`src/design/ufmc_cfg.svh`:
```
`ifndef UFMC_CFG_SVH
`define UFMC_CFG_SVH
// Summary of operation
// - receive polarity invert set means the receive line idles low, else idles high.
// - high-speed select gives 4 ticks per bit, cleared gives 16 ticks per bit.
// - format 00 8-bit none, 01 8-bit even, 10 8-bit odd, 11 9-bit none.
// - stop count select set ends each frame with two stop bits, else one.
// - auto rate bit measures the next 55h sync character, then clears itself.
// - auto rate measurement only starts while high-speed select is cleared.

`define UFMC_OFF_MODE    8'h00
`define UFMC_OFF_DIV     8'h04
`define UFMC_OFF_TXD     8'h08
`define UFMC_OFF_RXD     8'h0C
`define UFMC_OFF_STAT    8'h10

`define UFMC_MODE_RST    6'h00
`define UFMC_DIV_RST     16'h0000
`define UFMC_FIFO_DEPTH  8

`define UFMC_TICKS_HS_M1  4'h3
`define UFMC_TICKS_STD_M1 4'hF
`define UFMC_HALF_HS_M1   4'h1
`define UFMC_HALF_STD_M1  4'h7

`define UFMC_BITS8_M1    4'h7
`define UFMC_BITS9_M1    4'h8

`define UFMC_FMT_8E      2'h1
`define UFMC_FMT_8O      2'h2
`define UFMC_FMT_9N      2'h3

`define UFMC_AB_SHIFT    7
`define UFMC_AB_EDGES_M1 3'h3

`define UFMC_STAT_PERR   3
`define UFMC_STAT_FERR   4

`define UFMC_RESP_OKAY   2'h0
`define UFMC_RESP_SLVERR 2'h2
`endif

```
`src/design/ufmc_pkg.sv`:
```
package ufmc_pkg;
	typedef struct packed {
		logic       auto_rate_measure_enable;
		logic       rx_polarity_invert;
		logic       high_speed_rate_select;
		logic [1:0] frame_format_select;
		logic       stop_count_select;
	} ufmc_mode_type;

	typedef struct packed {
		logic       ab_busy;
		logic       frm_err;
		logic       par_err;
		logic       fifo_full;
		logic       tx_busy;
		logic       rx_avail;
	} ufmc_status_type;

	typedef struct packed {
		logic       par_err;
		logic       frm_err;
		logic [8:0] data;
	} ufmc_rxchar_type;

	typedef enum logic [3:0] {
		RX_IDLE, RX_START, RX_DATA, RX_PAR, RX_STOP, RX_HOLD,
		RX_AB_WAIT, RX_AB_MEAS, RX_AB_TAIL
	} ufmc_rx_state_type;

	typedef enum logic [2:0] {
		TX_IDLE, TX_START, TX_DATA, TX_PAR, TX_STOP
	} ufmc_tx_state_type;
endpackage

```
`src/design/ufmc_fifo.sv`:
```
`timescale 1ns/1ps
module ufmc_fifo #(
	parameter int W = 11,
	parameter int D = 8
) (
	input  wire logic         clk,
	input  wire logic         rst_b,
	input  wire logic         in_valid,
	output logic              in_ready,
	input  wire logic [W-1:0] in_data,
	output logic              out_valid,
	input  wire logic         out_ready,
	output logic [W-1:0]      out_data
);
	localparam int AW = $clog2(D);

	logic [W-1:0]  mem_reg [D];
	logic [W-1:0]  mem_next [D];
	logic [AW-1:0] wr_reg, wr_next, rd_reg, rd_next;
	logic [AW:0]   cnt_reg, cnt_next;
	logic          push, pop;

	always_comb begin
		in_ready  = (cnt_reg != (AW+1)'(D));
		out_valid = (cnt_reg != '0);
		out_data  = mem_reg[rd_reg];
		push      = in_valid & in_ready;
		pop       = out_valid & out_ready;
		mem_next  = mem_reg;
		wr_next   = wr_reg;
		rd_next   = rd_reg;
		if (push) begin
			mem_next[wr_reg] = in_data;
			wr_next = (wr_reg == AW'(D-1)) ? '0 : wr_reg + 1'b1;
		end
		if (pop) begin
			rd_next = (rd_reg == AW'(D-1)) ? '0 : rd_reg + 1'b1;
		end
		cnt_next = cnt_reg + {{AW{1'b0}}, push} - {{AW{1'b0}}, pop};
	end

	always_ff @(posedge clk) begin
		mem_reg <= mem_next;
		if (!rst_b) begin
			wr_reg  <= '0;
			rd_reg  <= '0;
			cnt_reg <= '0;
		end else begin
			wr_reg  <= wr_next;
			rd_reg  <= rd_next;
			cnt_reg <= cnt_next;
		end
	end
endmodule

```
`src/design/ufmc_top.sv`:
```
`timescale 1ns/1ps
`include "ufmc_cfg.svh"
module ufmc_top
	import ufmc_pkg::*;
#(
	parameter int DIV_W = 16,
	parameter int DEPTH = `UFMC_FIFO_DEPTH
) (
	input  wire logic        CORE_CLK,
	input  wire logic        RST_B,
	input  wire logic [7:0]  S_AXI_AWADDR,
	input  wire logic        S_AXI_AWVALID,
	output logic             S_AXI_AWREADY,
	input  wire logic [31:0] S_AXI_WDATA,
	input  wire logic [3:0]  S_AXI_WSTRB,
	input  wire logic        S_AXI_WVALID,
	output logic             S_AXI_WREADY,
	output logic [1:0]       S_AXI_BRESP,
	output logic             S_AXI_BVALID,
	input  wire logic        S_AXI_BREADY,
	input  wire logic [7:0]  S_AXI_ARADDR,
	input  wire logic        S_AXI_ARVALID,
	output logic             S_AXI_ARREADY,
	output logic [31:0]      S_AXI_RDATA,
	output logic [1:0]       S_AXI_RRESP,
	output logic             S_AXI_RVALID,
	input  wire logic        S_AXI_RREADY,
	input  wire logic        SERIAL_RECEIVE_LINE,
	output logic             SERIAL_TRANSMIT_LINE
);
	localparam int ABW = DIV_W + `UFMC_AB_SHIFT;

	// register file and bus state
	ufmc_mode_type      mode_reg, mode_next;
	logic [DIV_W-1:0]   div_reg, div_next;
	logic               perr_reg, perr_next, ferr_reg, ferr_next;
	logic               awh_reg, awh_next, wh_reg, wh_next;
	logic [7:0]         awaddr_reg, awaddr_next;
	logic [31:0]        wdata_reg, wdata_next;
	logic [3:0]         wstrb_reg, wstrb_next;
	logic               bvalid_reg, bvalid_next, rvalid_reg, rvalid_next;
	logic [1:0]         bresp_reg, bresp_next, rresp_reg, rresp_next;
	logic [31:0]        rdata_reg, rdata_next, wmerge;
	logic               do_wr, do_rd, fifo_pop;
	ufmc_status_type    stat;

	// rate generator
	logic [DIV_W-1:0]   dcnt_reg, dcnt_next;
	logic               baud_tick;
	logic [3:0]         ticks_m1, half_m1, nbits_m1;
	logic               has_par, par_odd, nine;

	// receiver
	ufmc_rx_state_type  rx_st_reg, rx_st_next;
	logic [3:0]         rx_ph_reg, rx_ph_next, rx_cnt_reg, rx_cnt_next;
	logic [8:0]         rx_sh_reg, rx_sh_next;
	logic               rx_pe_reg, rx_pe_next, rx_fe_reg, rx_fe_next;
	logic               rx_prev_reg, rx_prev_next;
	logic [ABW-1:0]     ab_cnt_reg, ab_cnt_next, ab_span;
	logic [2:0]         ab_edg_reg, ab_edg_next;
	logic [DIV_W-1:0]   ab_q, ab_div;
	logic               rx_bit, rx_fall, rx_hit, ab_done, push_fire;
	ufmc_rxchar_type    rx_char, fifo_out;
	logic               fifo_in_ready, fifo_out_valid;

	// transmitter
	ufmc_tx_state_type  tx_st_reg, tx_st_next;
	logic [3:0]         tx_ph_reg, tx_ph_next, tx_cnt_reg, tx_cnt_next;
	logic [8:0]         tx_sh_reg, tx_sh_next;
	logic               tx_par_reg, tx_par_next, tx_line_reg, tx_line_next;
	logic               tx_hit, tx_load;

	function automatic logic [31:0] merge(input logic [31:0] old, input logic [31:0] nw,
		input logic [3:0] strb);
		logic [31:0] m;
		m = {{8{strb[3]}}, {8{strb[2]}}, {8{strb[1]}}, {8{strb[0]}}};
		return (old & ~m) | (nw & m);
	endfunction

	ufmc_fifo #(
		.W ($bits(ufmc_rxchar_type)),
		.D (DEPTH)
	) u_rx_fifo (
		.clk       (CORE_CLK),
		.rst_b     (RST_B),
		.in_valid  (rx_st_reg == RX_HOLD),
		.in_ready  (fifo_in_ready),
		.in_data   (rx_char),
		.out_valid (fifo_out_valid),
		.out_ready (fifo_pop),
		.out_data  (fifo_out)
	);

	assign S_AXI_AWREADY        = !awh_reg;
	assign S_AXI_WREADY         = !wh_reg;
	assign S_AXI_BVALID         = bvalid_reg;
	assign S_AXI_BRESP          = bresp_reg;
	assign S_AXI_ARREADY        = !rvalid_reg;
	assign S_AXI_RVALID         = rvalid_reg;
	assign S_AXI_RDATA          = rdata_reg;
	assign S_AXI_RRESP          = rresp_reg;
	assign SERIAL_TRANSMIT_LINE = tx_line_reg;

	always_comb begin
		do_wr       = awh_reg & wh_reg & !bvalid_reg;
		do_rd       = S_AXI_ARVALID & !rvalid_reg;
		fifo_pop    = do_rd & (S_AXI_ARADDR == `UFMC_OFF_RXD) & fifo_out_valid;
		push_fire   = (rx_st_reg == RX_HOLD) & fifo_in_ready;
		stat        = '{ab_busy:   (rx_st_reg == RX_AB_WAIT) | (rx_st_reg == RX_AB_MEAS),
			frm_err: ferr_reg, par_err: perr_reg, fifo_full: !fifo_in_ready,
			tx_busy: tx_st_reg != TX_IDLE, rx_avail: fifo_out_valid};
		wmerge      = 32'h0000_0000;
		awh_next    = awh_reg | S_AXI_AWVALID;
		wh_next     = wh_reg | S_AXI_WVALID;
		awaddr_next = awh_reg ? awaddr_reg : S_AXI_AWADDR;
		wdata_next  = wh_reg ? wdata_reg : S_AXI_WDATA;
		wstrb_next  = wh_reg ? wstrb_reg : S_AXI_WSTRB;
		bvalid_next = bvalid_reg & !S_AXI_BREADY;
		bresp_next  = bresp_reg;
		rvalid_next = rvalid_reg & !S_AXI_RREADY;
		rresp_next  = rresp_reg;
		rdata_next  = rdata_reg;
		mode_next   = mode_reg;
		div_next    = div_reg;
		perr_next   = perr_reg;
		ferr_next   = ferr_reg;
		if (ab_done) begin
			mode_next.auto_rate_measure_enable = 1'b0;
			div_next = ab_div;
		end
		if (do_wr) begin
			awh_next    = 1'b0;
			wh_next     = 1'b0;
			bvalid_next = 1'b1;
			bresp_next  = `UFMC_RESP_OKAY;
			case (awaddr_reg)
				`UFMC_OFF_MODE: begin
					wmerge    = merge(32'(mode_reg), wdata_reg, wstrb_reg);
					mode_next = ufmc_mode_type'(wmerge[$bits(ufmc_mode_type)-1:0]);
				end
				`UFMC_OFF_DIV: begin
					wmerge   = merge(32'(div_reg), wdata_reg, wstrb_reg);
					div_next = wmerge[DIV_W-1:0];
				end
				`UFMC_OFF_TXD: ;
				`UFMC_OFF_STAT: begin
					perr_next = perr_reg & !(wstrb_reg[0] & wdata_reg[`UFMC_STAT_PERR]);
					ferr_next = ferr_reg & !(wstrb_reg[0] & wdata_reg[`UFMC_STAT_FERR]);
				end
				default: bresp_next = `UFMC_RESP_SLVERR;
			endcase
		end
		// a fresh error beats a write-one-to-clear in the same cycle
		perr_next = perr_next | (push_fire & rx_pe_reg);
		ferr_next = ferr_next | (push_fire & rx_fe_reg);
		if (do_rd) begin
			rvalid_next = 1'b1;
			rresp_next  = `UFMC_RESP_OKAY;
			case (S_AXI_ARADDR)
				`UFMC_OFF_MODE: rdata_next = 32'(mode_reg);
				`UFMC_OFF_DIV:  rdata_next = 32'(div_reg);
				`UFMC_OFF_TXD:  rdata_next = 32'h0000_0000;
				`UFMC_OFF_RXD:  rdata_next = {16'h0000, fifo_out_valid, 4'h0, fifo_out};
				`UFMC_OFF_STAT: rdata_next = 32'(stat);
				default: begin
					rdata_next = 32'h0000_0000;
					rresp_next = `UFMC_RESP_SLVERR;
				end
			endcase
		end
	end

	always_ff @(posedge CORE_CLK) begin
		if (!RST_B) begin
			mode_reg   <= `UFMC_MODE_RST;
			div_reg    <= `UFMC_DIV_RST;
			perr_reg   <= 1'b0;
			ferr_reg   <= 1'b0;
			awh_reg    <= 1'b0;
			wh_reg     <= 1'b0;
			awaddr_reg <= '0;
			wdata_reg  <= '0;
			wstrb_reg  <= '0;
			bvalid_reg <= 1'b0;
			bresp_reg  <= `UFMC_RESP_OKAY;
			rvalid_reg <= 1'b0;
			rresp_reg  <= `UFMC_RESP_OKAY;
			rdata_reg  <= '0;
		end else begin
			mode_reg   <= mode_next;
			div_reg    <= div_next;
			perr_reg   <= perr_next;
			ferr_reg   <= ferr_next;
			awh_reg    <= awh_next;
			wh_reg     <= wh_next;
			awaddr_reg <= awaddr_next;
			wdata_reg  <= wdata_next;
			wstrb_reg  <= wstrb_next;
			bvalid_reg <= bvalid_next;
			bresp_reg  <= bresp_next;
			rvalid_reg <= rvalid_next;
			rresp_reg  <= rresp_next;
			rdata_reg  <= rdata_next;
		end
	end

	always_comb begin
		baud_tick = (dcnt_reg >= div_reg);
		dcnt_next = baud_tick ? '0 : dcnt_reg + 1'b1;
		ticks_m1  = mode_reg.high_speed_rate_select ? `UFMC_TICKS_HS_M1 : `UFMC_TICKS_STD_M1;
		half_m1   = mode_reg.high_speed_rate_select ? `UFMC_HALF_HS_M1 : `UFMC_HALF_STD_M1;
		nine      = (mode_reg.frame_format_select == `UFMC_FMT_9N);
		nbits_m1  = nine ? `UFMC_BITS9_M1 : `UFMC_BITS8_M1;
		par_odd   = (mode_reg.frame_format_select == `UFMC_FMT_8O);
		has_par   = par_odd | (mode_reg.frame_format_select == `UFMC_FMT_8E);
	end

	always_comb begin
		rx_bit       = SERIAL_RECEIVE_LINE ^ mode_reg.rx_polarity_invert;
		rx_fall      = rx_prev_reg & !rx_bit;
		rx_hit       = baud_tick & (rx_ph_reg == ticks_m1);
		ab_span      = ab_cnt_reg + ABW'(~&ab_cnt_reg);
		ab_q         = ab_span[ABW-1 -: DIV_W];
		ab_div       = (ab_q == '0) ? '0 : ab_q - 1'b1;
		ab_done      = (rx_st_reg == RX_AB_MEAS) & rx_fall & (ab_edg_reg == `UFMC_AB_EDGES_M1);
		rx_char      = '{par_err: rx_pe_reg, frm_err: rx_fe_reg,
			data: nine ? rx_sh_reg : {1'b0, rx_sh_reg[8:1]}};
		rx_st_next   = rx_st_reg;
		rx_ph_next   = rx_ph_reg;
		rx_cnt_next  = rx_cnt_reg;
		rx_sh_next   = rx_sh_reg;
		rx_pe_next   = rx_pe_reg;
		rx_fe_next   = rx_fe_reg;
		rx_prev_next = rx_bit;
		ab_cnt_next  = ab_cnt_reg;
		ab_edg_next  = ab_edg_reg;
		if (baud_tick) begin
			rx_ph_next = rx_hit ? '0 : rx_ph_reg + 1'b1;
		end
		case (rx_st_reg)
			RX_IDLE: begin
				rx_ph_next = '0;
				if (mode_reg.auto_rate_measure_enable & !mode_reg.high_speed_rate_select) begin
					rx_st_next = RX_AB_WAIT;
				end else if (!rx_bit) begin
					rx_st_next = RX_START;
				end
			end
			RX_START: begin
				if (baud_tick & (rx_ph_reg == half_m1)) begin
					rx_ph_next  = '0;
					rx_cnt_next = '0;
					rx_pe_next  = 1'b0;
					rx_fe_next  = 1'b0;
					rx_st_next  = rx_bit ? RX_IDLE : RX_DATA;
				end
			end
			RX_DATA: begin
				if (rx_hit) begin
					rx_sh_next  = {rx_bit, rx_sh_reg[8:1]};
					rx_cnt_next = rx_cnt_reg + 1'b1;
					if (rx_cnt_reg == nbits_m1) begin
						rx_cnt_next = '0;
						rx_st_next  = has_par ? RX_PAR : RX_STOP;
					end
				end
			end
			RX_PAR: begin
				if (rx_hit) begin
					rx_pe_next = rx_bit ^ (^rx_sh_reg[8:1]) ^ par_odd;
					rx_st_next = RX_STOP;
				end
			end
			RX_STOP: begin
				if (rx_hit) begin
					rx_fe_next  = rx_fe_reg | !rx_bit;
					rx_cnt_next = rx_cnt_reg + 1'b1;
					if (!mode_reg.stop_count_select | (rx_cnt_reg != '0)) begin
						rx_st_next = RX_HOLD;
					end
				end
			end
			// the line is not watched while a character waits for room
			RX_HOLD: if (fifo_in_ready) begin
				rx_st_next = RX_IDLE;
			end
			RX_AB_WAIT: begin
				if (!mode_reg.auto_rate_measure_enable) begin
					rx_st_next = RX_IDLE;
				end else if (rx_fall) begin
					ab_cnt_next = '0;
					ab_edg_next = '0;
					rx_st_next  = RX_AB_MEAS;
				end
			end
			RX_AB_MEAS: begin
				ab_cnt_next = ab_span;
				if (rx_fall) begin
					ab_edg_next = ab_edg_reg + 1'b1;
					if (ab_done) begin
						rx_st_next = RX_AB_TAIL;
					end
				end
			end
			RX_AB_TAIL: if (rx_bit) begin
				rx_st_next = RX_IDLE;
			end
			default: rx_st_next = RX_IDLE;
		endcase
	end

	always_comb begin
		tx_hit       = baud_tick & (tx_ph_reg == ticks_m1);
		tx_load      = do_wr & (awaddr_reg == `UFMC_OFF_TXD) & wstrb_reg[0] & (tx_st_reg == TX_IDLE);
		tx_st_next   = tx_st_reg;
		tx_ph_next   = tx_ph_reg;
		tx_cnt_next  = tx_cnt_reg;
		tx_sh_next   = tx_sh_reg;
		tx_par_next  = tx_par_reg;
		tx_line_next = tx_line_reg;
		if (baud_tick & (tx_st_reg != TX_IDLE)) begin
			tx_ph_next = tx_hit ? '0 : tx_ph_reg + 1'b1;
		end
		case (tx_st_reg)
			TX_IDLE: begin
				tx_line_next = 1'b1;
				if (tx_load) begin
					tx_sh_next   = {wdata_reg[8] & nine, wdata_reg[7:0]};
					tx_par_next  = (^wdata_reg[7:0]) ^ par_odd;
					tx_ph_next   = '0;
					tx_line_next = 1'b0;
					tx_st_next   = TX_START;
				end
			end
			TX_START: if (tx_hit) begin
				tx_line_next = tx_sh_reg[0];
				tx_sh_next   = {1'b0, tx_sh_reg[8:1]};
				tx_cnt_next  = '0;
				tx_st_next   = TX_DATA;
			end
			TX_DATA: if (tx_hit) begin
				tx_line_next = tx_sh_reg[0];
				tx_sh_next   = {1'b0, tx_sh_reg[8:1]};
				tx_cnt_next  = tx_cnt_reg + 1'b1;
				if (tx_cnt_reg == nbits_m1) begin
					tx_cnt_next  = '0;
					tx_line_next = has_par ? tx_par_reg : 1'b1;
					tx_st_next   = has_par ? TX_PAR : TX_STOP;
				end
			end
			TX_PAR: if (tx_hit) begin
				tx_line_next = 1'b1;
				tx_st_next   = TX_STOP;
			end
			TX_STOP: if (tx_hit) begin
				tx_cnt_next = tx_cnt_reg + 1'b1;
				if (!mode_reg.stop_count_select | (tx_cnt_reg != '0)) begin
					tx_st_next = TX_IDLE;
				end
			end
			default: tx_st_next = TX_IDLE;
		endcase
	end

	always_ff @(posedge CORE_CLK) begin
		if (!RST_B) begin
			dcnt_reg    <= '0;
			rx_st_reg   <= RX_IDLE;
			rx_ph_reg   <= '0;
			rx_cnt_reg  <= '0;
			rx_sh_reg   <= '0;
			rx_pe_reg   <= 1'b0;
			rx_fe_reg   <= 1'b0;
			rx_prev_reg <= 1'b1;
			ab_cnt_reg  <= '0;
			ab_edg_reg  <= '0;
			tx_st_reg   <= TX_IDLE;
			tx_ph_reg   <= '0;
			tx_cnt_reg  <= '0;
			tx_sh_reg   <= '0;
			tx_par_reg  <= 1'b0;
			tx_line_reg <= 1'b1;
		end else begin
			dcnt_reg    <= dcnt_next;
			rx_st_reg   <= rx_st_next;
			rx_ph_reg   <= rx_ph_next;
			rx_cnt_reg  <= rx_cnt_next;
			rx_sh_reg   <= rx_sh_next;
			rx_pe_reg   <= rx_pe_next;
			rx_fe_reg   <= rx_fe_next;
			rx_prev_reg <= rx_prev_next;
			ab_cnt_reg  <= ab_cnt_next;
			ab_edg_reg  <= ab_edg_next;
			tx_st_reg   <= tx_st_next;
			tx_ph_reg   <= tx_ph_next;
			tx_cnt_reg  <= tx_cnt_next;
			tx_sh_reg   <= tx_sh_next;
			tx_par_reg  <= tx_par_next;
			tx_line_reg <= tx_line_next;
		end
	end
endmodule

```
`config.mk`:
```
export PLATFORM = sky130hd
export DESIGN_NAME = ufmc_top
export DESIGN_NICKNAME = d
export VERILOG_FILES = /design/src/design/ufmc_pkg.sv /design/src/design/ufmc_fifo.sv /design/src/design/ufmc_top.sv
export VERILOG_INCLUDE_DIRS = /design/src /design/src/design
export SDC_FILE = /design/constraint.sdc
export NUM_CORES = 1
export LEC_CHECK = 0
export BUFFER_PORTS_ARGS = -buffer_cell sky130_fd_sc_hd__buf_2
export CORE_MARGIN = 5
export CORE_UTILIZATION = 40
export DETAILED_ROUTE_END_ITERATION = 7
export GPL_ROUTABILITY_DRIVEN = 1
export HOLD_SLACK_MARGIN = 0.06
export PLACE_DENSITY_LB_ADDON = 0.25
export SETUP_SLACK_MARGIN = 0.02
export SYNTH_ARGS = -nofsm -noshare
export SYNTH_HDL_FRONTEND = slang
export SYNTH_HIERARCHICAL = 1
export SYNTH_SLANG_ARGS = --single-unit
export TNS_END_PERCENT = 50
```
`constraint.sdc`:
```
create_clock -name CORE_CLK -period 6.6 [get_ports CORE_CLK]
set_input_delay 0.99 -clock CORE_CLK [delete_from_list [all_inputs] [get_ports CORE_CLK]]
set_output_delay 0.99 -clock CORE_CLK [all_outputs]
set_load 0.1 [all_outputs]
```
== After elaboration in Yosys (flattened, before gate mapping) ==
Index checks and enable logic that the tools add are counted.
Operators by class
  $add $sub $neg: 12
  equal/unequal tests: 53
  reduce and logical (&&, ||, !) cells: 51
  mux-type cells: 94
  order comparisons: 4
  bitwise operators: 49
Operator list (count)
  $mux 4: 31
  $bwmux 88: 1
  $mux 16: 4
  $pmux 16 s4: 1
  $mux 23: 2
  $pmux 23 s2: 1
  $mux 3: 15
  $ne 2x2->1 const B: 19
  $pmux 4 s9: 1
  $bmux 11 s3: 1
  $demux 11 s3: 1
  $mux 11: 3
  $and 16x16->16: 2
  $and 1x1->1: 27
  $mux 9: 3
  $eq 8x4->1 const B: 3
  $pmux 4 s3: 2
  $add 23x1->23: 1
  $reduce_and 23->1: 1
  $pmux 9 s2: 1
  $add 16x1->16 const B: 1
  $add 4x1->4 const B: 4
  $eq 4x3->1 const B: 4
  $eq 4x4->1: 4
  55 further kinds: 130
Word-level totals
  bits of input ports: 60
  output and inout port bits: 42
  flip-flop bits (word level): 276
  word-level logic and storage cells: 308

== Longest topological paths before layout ==
Gate-level depths: netlist of the first run.
  depth after elaboration: 8
  mapped depth: 18
  mapped depth without buffers: 16

== By module ==
Netlist of the first run, hierarchy kept.
Modules (own cells, without submodules)
  ufmc_top: cells each 1122, instances 1, area each 9097.5 sq um
  ufmc_fifo: cells each 201, instances 1, area each 4017.6 sq um

== Worst setup path after synthesis of the first run ==
No wires, ideal clock.
  path type: register to register
  start point: reg rvalid_reg (netlist: S_AXI_RVALID)
  end point: reg u_rx_fifo.cnt_reg[2]
  stages on the path, launching flop included: 13
  arrival time: 3.881 ns
  slack: 2.604 ns
  path buffers: 2
  library setup time: 0.115 ns
  required time: 6.485 ns
  path through: dfxtp_1 -> inv_1 -> nand2_1 -> clkbuf_1 -> nor3_1 -> and2_1 -> clkbuf_1 -> ha_1 -> inv_1 -> ha_1 -> fa_1 -> xor2_1 -> and2_1
On the way
  word-level cells in the longest chain between the ends: 6
RTL lines
  start, declared: RTL line ufmc_top.sv:41  | logic bvalid_reg, bvalid_next, rvalid_reg, rvalid_next;
  start signal, assigned: RTL line ufmc_top.sv:201  | rvalid_reg <= rvalid_next;
  $logic_not 1->1
  via S_AXI_ARREADY: RTL line ufmc_top.sv:23  | output logic S_AXI_ARREADY,
  $and 1x1->1: RTL line ufmc_top.sv:106  | do_rd = S_AXI_ARVALID & !rvalid_reg;
  $and 1x1->1 (2 in a row): RTL line ufmc_top.sv:107  | fifo_pop = do_rd & (S_AXI_ARADDR == `UFMC_OFF_RXD) & fifo_out_valid;
  via fifo_pop: RTL line ufmc_top.sv:44  | logic do_wr, do_rd, fifo_pop;
  $and 1x1->1: RTL line ufmc_fifo.sv:28  | pop = out_valid & out_ready;
  via u_rx_fifo.pop: RTL line ufmc_fifo.sv:21  | logic push, pop;
  $sub 4x1->4: RTL line ufmc_fifo.sv:39  | cnt_next = cnt_reg + {{AW{1'b0}}, push} - {{AW{1'b0}}, pop};
  end signal, assigned: RTL line ufmc_fifo.sv:51  | cnt_reg <= cnt_next;
  end, declared: RTL line ufmc_fifo.sv:20  | logic [AW:0] cnt_reg, cnt_next;
The timed path passes the listed nets, and every way through them passes these cells.
A chain may end at the register's enable or synchronous reset.

==> results of run 1 <==
-- metrics by stage --
stage,instances,instance area [sq um],total power (W),hold slack (ns)
2_1_floorplan,1340,13200,0.00198,0.436
3_3_place_gp,1771,13700,0.00205,0.435
3_5_place_dp,1771,13700,0.00205,0.447
4_1_cts,1819,14600,0.00358,0.456
5_1_grt,1819,14600,0.00368,0.467
6_report,1819,14600,0.00355,0.454
-- worst register-to-register path, delay by kind of cell, from the launching register on --
kind	cells	cell delay, ns
xor+xnor	2	0.57
compound gates	2	0.35
flops	1	0.55
mux	1	0.34
fa+ha+maj	3	0.89
simple gates	6	1.68
-- layer usage --
metal / part of all wire / vias up / global-route usage
li1: - / 4806 / -
met1: 0.50 / 4719 / 0.258
met2: 0.44 / 233 / 0.273
met3: 0.044 / 38 / 0.0215
met4: 0.019 / 0 / 0.0334
met5: 0 / - / 0
-- power breakdown --
group / switching, W / internal [W] / total, W / leakage, nW
registers: 0.0000514 / 0.00166 / 0.00171 / 2.18
clock network: 0.000632 / 0.000906 / 0.00154 / 0.429
logic: 0.000207 / 0.0000943 / 0.000301 / 2.71
total: 0.000890 / 0.00266 / 0.00355 / 5.31
-- how the worst max path moves through the flow --
| stage | startpoint | to | cells after the start |
|---|---|---|---|
| after global routing | ab_cnt_reg[13] | flop | 14 |
| after CTS | ab_cnt_reg[13] | flop | 14 |
| after global placement | ab_cnt_reg[13] | flop | 14 |
| after detailed placement | ab_cnt_reg[13] | flop | 14 |
| final | ab_cnt_reg[13] | flop | 14 |
| after floorplan | S_AXI_RVALID | u_rx_fifo/cnt_reg[2] | 12 |
-- cell usage in the layout, fill, tap and decap left out, types with 14 or more instances in the layout --
cell	Yosys	layout
o21ai_0	60	60
ha_1	42	42
nor2_1	179	179
mux2i_1	70	70
nand3_1	40	40
xor2_1	27	27
inv_1	37	37
a21oi_1	53	53
a31oi_1	14	14
conb_1	1	18
buf_4	20	15
a211oi_1	14	14
xnor2_1	49	49
mux4_1	19	19
dfxtp_1	170	170
mux2_2	20	20
nor3_1	30	30
nand2_1	121	121
edfxtp_1	88	88
buf_2	5	65
clkbuf_16	0	28
-- cell families (layout without fill, tap and decap cells) --
group	after synthesis	count (layout)
xor gates and xnor gates	76	76
AOI/OAI and AO/OA	219	219
DFF	258	258
buffers and inverters	130	167
adders and majority gates	44	44
other	1	18
muxes	113	113
and+or+nand+nor	482	482
-- final cells by class --
class,count,share of cell area
Multi-Input combinational cell,952,0.448
Sequential cell,258,0.414
Clock buffer,37,0.0509
Tap cell,442,0.0378
Timing Repair Buffer,80,0.0300
Inverter,39,0.0101
Clock inverter,11,0.00985
==> impl_metrics.ini, run 1 <==
[run_status]
status = complete, no violations

[worst_setup_path]
cp.required_ns = 7.00
crit_path_top_delay_cell = dfxtp_1
path_cells = and4_1, nand4_1, or3_1, ha_1, ha_1, nand3_1, or2_1, xor2_1, ha_1, nand3_2, mux2_4, a41oi_2, xnor2_1, o2bb2ai_1
cp_top_family = simple AND/OR/NAND/NOR gates
endpoint_kind = flop
criticalPathCategory = reg -> reg
crit_fanout = 12
critical_path_buf_inv_count = 0
rr_worst_depth = 14
r2r-start = ab_cnt_reg[13]
crit_path_frequent_cell = ha_1
reg2reg_slack_ns = 2.08
max_stage_delay_ns = 0.55
startpoint_type = flop
arrival_ns = 4.92

[detailed_routing]
wire_per_inst_microns = 17.6
first_pass_iters = 5
drc = 0
ant_nets = 0
routed_wl_microns = 31900
viasPerCell = 5.39
vias = 9796
drt_iter0_drc = 797

[floorplanning]
start_util = 0.404
dieArea_sq_mm = 0.0365
core_area_sq_mm = 0.0325
fp-row-count = 66
fp.dieW_microns = 191
die_h_microns = 191
io_pins = 102

[place]
place.port_buffers = 65
dpl.hpwl_microns = 22800
place_congestion = 0.847
post-place-ws_ns = 2.13

[global_route]
grt_usage = 0.173
grt_max_degree = 58
antenna_found_initial = 0
grt_pass1_wl_microns = 51400
overflow = 0
grt_pass1_vias = 9249

[layout]
area_growth_syn_to_layout_pct = 11.4
largest_reg_flops = 88
postLayoutCoreUtil = 0.450
drive_above_1_share = 0.121
regArea_sq_mm = 0.00605
multi_input_area_sq_mm = 0.00654
fillers = 3111
diodes = 0
nets = 1462

[power]
cellLeakagePower_nw = 5.31
vdd_drop_max_mv = 0.236
power_density_mw_per_mm2 = 243

[timing]
worst_slew_pin_slew_ns = 1.13
fmax_mhz = 221
setup_viol = 0
finalCriticalPeriod_ns = 4.52
hold_viol = 0
relSlewSlack = 0.238
drv_slew = 0
fin_ws_ns = 2.08
fin_tns_setup_ns = 0
finalClockSkew_ns = 0.0288
min_period_over_period = 0.684
grt_setup_unrepaired = false

[clock_tree]
htreeDepth = 1
worstSkewPairLatency_ns = 0.55
cts.clk_slew.worst_paths_ns = 0.06
clockBufferDepth = 3
cts_tree = done
cts_root_buffer = clkbuf_16
hold_buffers = 0
cts_resized = 0
numCtsBuffers = 28
post_cts_buffers = 0
cts_sinks = 258

[min_path]
worstHoldPathCells = 2
hp-class = reg -> reg
min_from = S_AXI_RDATA[12]
min_to = S_AXI_RDATA[12]

[logic_synthesis]
synth.distinct_cells = 77
yosysTopAreaCell = dfxtp_1
synth_most_common_cell = nor2_1
synth-simple-area-share = 0.178
yosys_most_used_dff = dfxtp_1
synthMuxAreaShare = 0.115
yosys-top-cells-count = nor2_1, dfxtp_1, nand2_1
synth.area.top_cells = dfxtp_1, edfxtp_1, mux2i_1
ys_async_sr_fraction = 0
synthAdderAreaFrac = 0.0424
syn-instance-count = 1323
yosysWarnings = 6
synthDominantCellAreaShare = 0.259
synth_seq_area_share = 0.461
avgSynthCellArea_sq_um = 9.91
synth_compound_area_frac = 0.107
synth-xor-area-share = 0.0508
synth_top_family_by_area = simple AND/OR/NAND/NOR gates
ys_ff_latch = 258
synth_area_sq_mm = 0.0131
synth_edf_count = 88

[run]
drv_cap = 0
Power figures use the tool's default switching activity.
==> run 2: changes to the inputs <==
Clock period 6.6 ns to 4.65 ns, I/O delays scaled along.
==> run 2 against run 1 <==
Via count is essentially flat. Routed wire length grew 1.5%. Fmax grew 12%. First-iteration DRC count shrank 16%. Global-route usage grew 0.33 points. Count of clock-buffer cells in the layout shrank 2. Final cell count grew 1.1%. Sequential power grew 42%. Flip-flop and latch count is the same. Worst setup slack lost 1.5 ns.
==> impl_metrics.ini, run 2 (synthesis gave the netlist of run 1 again) <==
[clock_tree]
cts.clk_slew.worst_paths_ns = 0.06
cts_resized = 0
hold_buffers = 0
cts_tree = done
post_cts_buffers = 0
htreeDepth = 1
numCtsBuffers = 29
cts_sinks = 258
clockBufferDepth = 3
cts_root_buffer = clkbuf_16
worstSkewPairLatency_ns = 0.56

[worst_setup_path]
endpoint_kind = flop
cp_top_family = simple AND/OR/NAND/NOR gates
crit_fanout = 7
crit_path_top_delay_cell = dfxtp_1
cp.required_ns = 5.04
criticalPathCategory = reg -> reg
arrival_ns = 4.42
rr_worst_depth = 14
r2r-start = ab_cnt_reg[15]
crit_path_frequent_cell = ha_1
worstSetupPathDepth = 14
path_cells = and4_1, nand4_1, or3_1, ha_1, ha_1, nand3_1, or2_1, xor2_1, ha_1, nand3_2, mux2_4, a41oi_2, xnor2_1, o2bb2ai_1
startpoint_type = flop
max_stage_delay_ns = 0.46
setup.worst_path.start = ab_cnt_reg[15]
critical_path_buf_inv_count = 0
reg2reg_slack_ns = 0.62

[detailed_routing]
viasPerCell = 5.33
first_pass_iters = 5
ant_nets = 0
wire_per_inst_microns = 17.6
routed_wl_microns = 32400
drt_iter0_drc = 671
vias = 9804
drc = 0

[power]
power_density_mw_per_mm2 = 349
vdd_drop_max_mv = 0.375
clkPwrFrac = 0.445
intPower_w = 0.00385
power.share.switching = 0.254
cellLeakagePower_nw = 5.45
p_sw_w = 0.00131
combPwrFrac = 0.085
power_frac_seq = 0.469

[place]
place_congestion = 0.849
dpl.hpwl_microns = 23000
place.port_buffers = 65
post-place-ws_ns = 0.661

[layout]
fillers = 3079
nets = 1477
final_cell_mix = nor2_1, dfxtp_1, nand2_1
final_common_cell = nor2_1
area_growth_syn_to_layout_pct = 12.8
largest_reg_flops = 88
diodes = 0
drive_above_1_share = 0.135

[timing]
finalClockSkew_ns = 0.0161
drv_slew = 0
finalCriticalPeriod_ns = 4.03
grt_setup_unrepaired = false
fin_ws_ns = 0.616
fin_tns_setup_ns = 0
hold_viol = 0
setup_viol = 0
fmax_mhz = 248
min_period_over_period = 0.867
relSlewSlack = 0.234
worst_slew_pin_slew_ns = 1.15

[floorplanning]
fp.dieW_microns = 191
io_pins = 102
die_h_microns = 191
fp-row-count = 66
dieArea_sq_mm = 0.0365
start_util = 0.404
core_area_sq_mm = 0.0325

[run_status]
status = complete, no violations

[global_route]
grt_pass1_wl_microns = 52100
antenna_found_initial = 0
overflow = 0
grt_usage = 0.177
grt_pass1_vias = 9545
grt_max_degree = 105

[min_path]
hp-class = in -> reg

[run]
drv_cap = 0
run 2: worst min-delay path by stage:
stage | slack, ns | depth (start not counted) | endpoint | from
final | 0.33 | 2 | S_AXI_RVALID | S_AXI_RREADY
after global routing | 0.31 | 2 | S_AXI_RVALID | S_AXI_RREADY
after CTS | 0.30 | 2 | S_AXI_RVALID | S_AXI_RREADY
after detailed placement | 0.44 | 2 | S_AXI_RDATA[12] | S_AXI_RDATA[12]
after global placement | 0.43 | 2 | S_AXI_RDATA[12] | S_AXI_RDATA[12]
after floorplan | 0.44 | 2 | tx_sh_reg[8] | tx_sh_reg[8]
run 2: cell type report:
type | count | area (sq um) | area share
Multi-Input combinational cell | 952 | 6540 | 0.442
Inverter | 39 | 148 | 0.00998
Clock inverter | 19 | 189 | 0.0128
Timing Repair Buffer | 94 | 543 | 0.0367
Sequential cell | 258 | 6050 | 0.409
Tap cell | 442 | 553 | 0.0374
Clock buffer | 35 | 778 | 0.0526
run 2: metrics by stage:
stage          utilization  hold slack (ns)  area, sq um  std cells  power [W]
3_5_place_dp         0.426            0.445        13800       1785    0.00291
2_1_floorplan            -            0.436        13200       1340    0.00282
3_3_place_gp         0.426            0.435        13800       1785    0.00291
5_1_grt              0.456            0.313        14800       1839    0.00536
4_1_cts              0.456            0.304        14800       1839    0.00522
6_report             0.456            0.330        14800       1839    0.00517
run 2: per-layer routing:
| layer | vias to the layer above | part of all wire | GRT usage |
|---|---|---|---|
| li1 | 4844 | - | - |
| met1 | 4664 | 0.49 | 0.258 |
| met2 | 257 | 0.44 | 0.279 |
| met3 | 39 | 0.053 | 0.0272 |
| met4 | 0 | 0.019 | 0.0376 |
| met5 | - | 0 | 0 |
run 2: worst reg2reg max path, cell delays in order, from the launching register on:
cell and delay [ns]:
dfxtp_1 0.46, and4_1 0.32, nand4_1 0.26, or3_1 0.45, ha_1 0.23, ha_1 0.22, nand3_1 0.15, or2_1 0.26
xor2_1 0.22, ha_1 0.35, nand3_2 0.19, mux2_4 0.34, a41oi_2 0.21, xnor2_1 0.08, o2bb2ai_1 0.13
run 2: power by group through the flow:
stage / Sequential (W) / Clock (W) / Combinational (W)
finish: 0.00242 / 0.00230 / 0.000441
global route: 0.00243 / 0.00245 / 0.000478
CTS: 0.00242 / 0.00235 / 0.000443
detailed placement: 0.00247 / 0 / 0.000440
global placement: 0.00247 / 0 / 0.000436
floorplan: 0.00247 / 0 / 0.000342
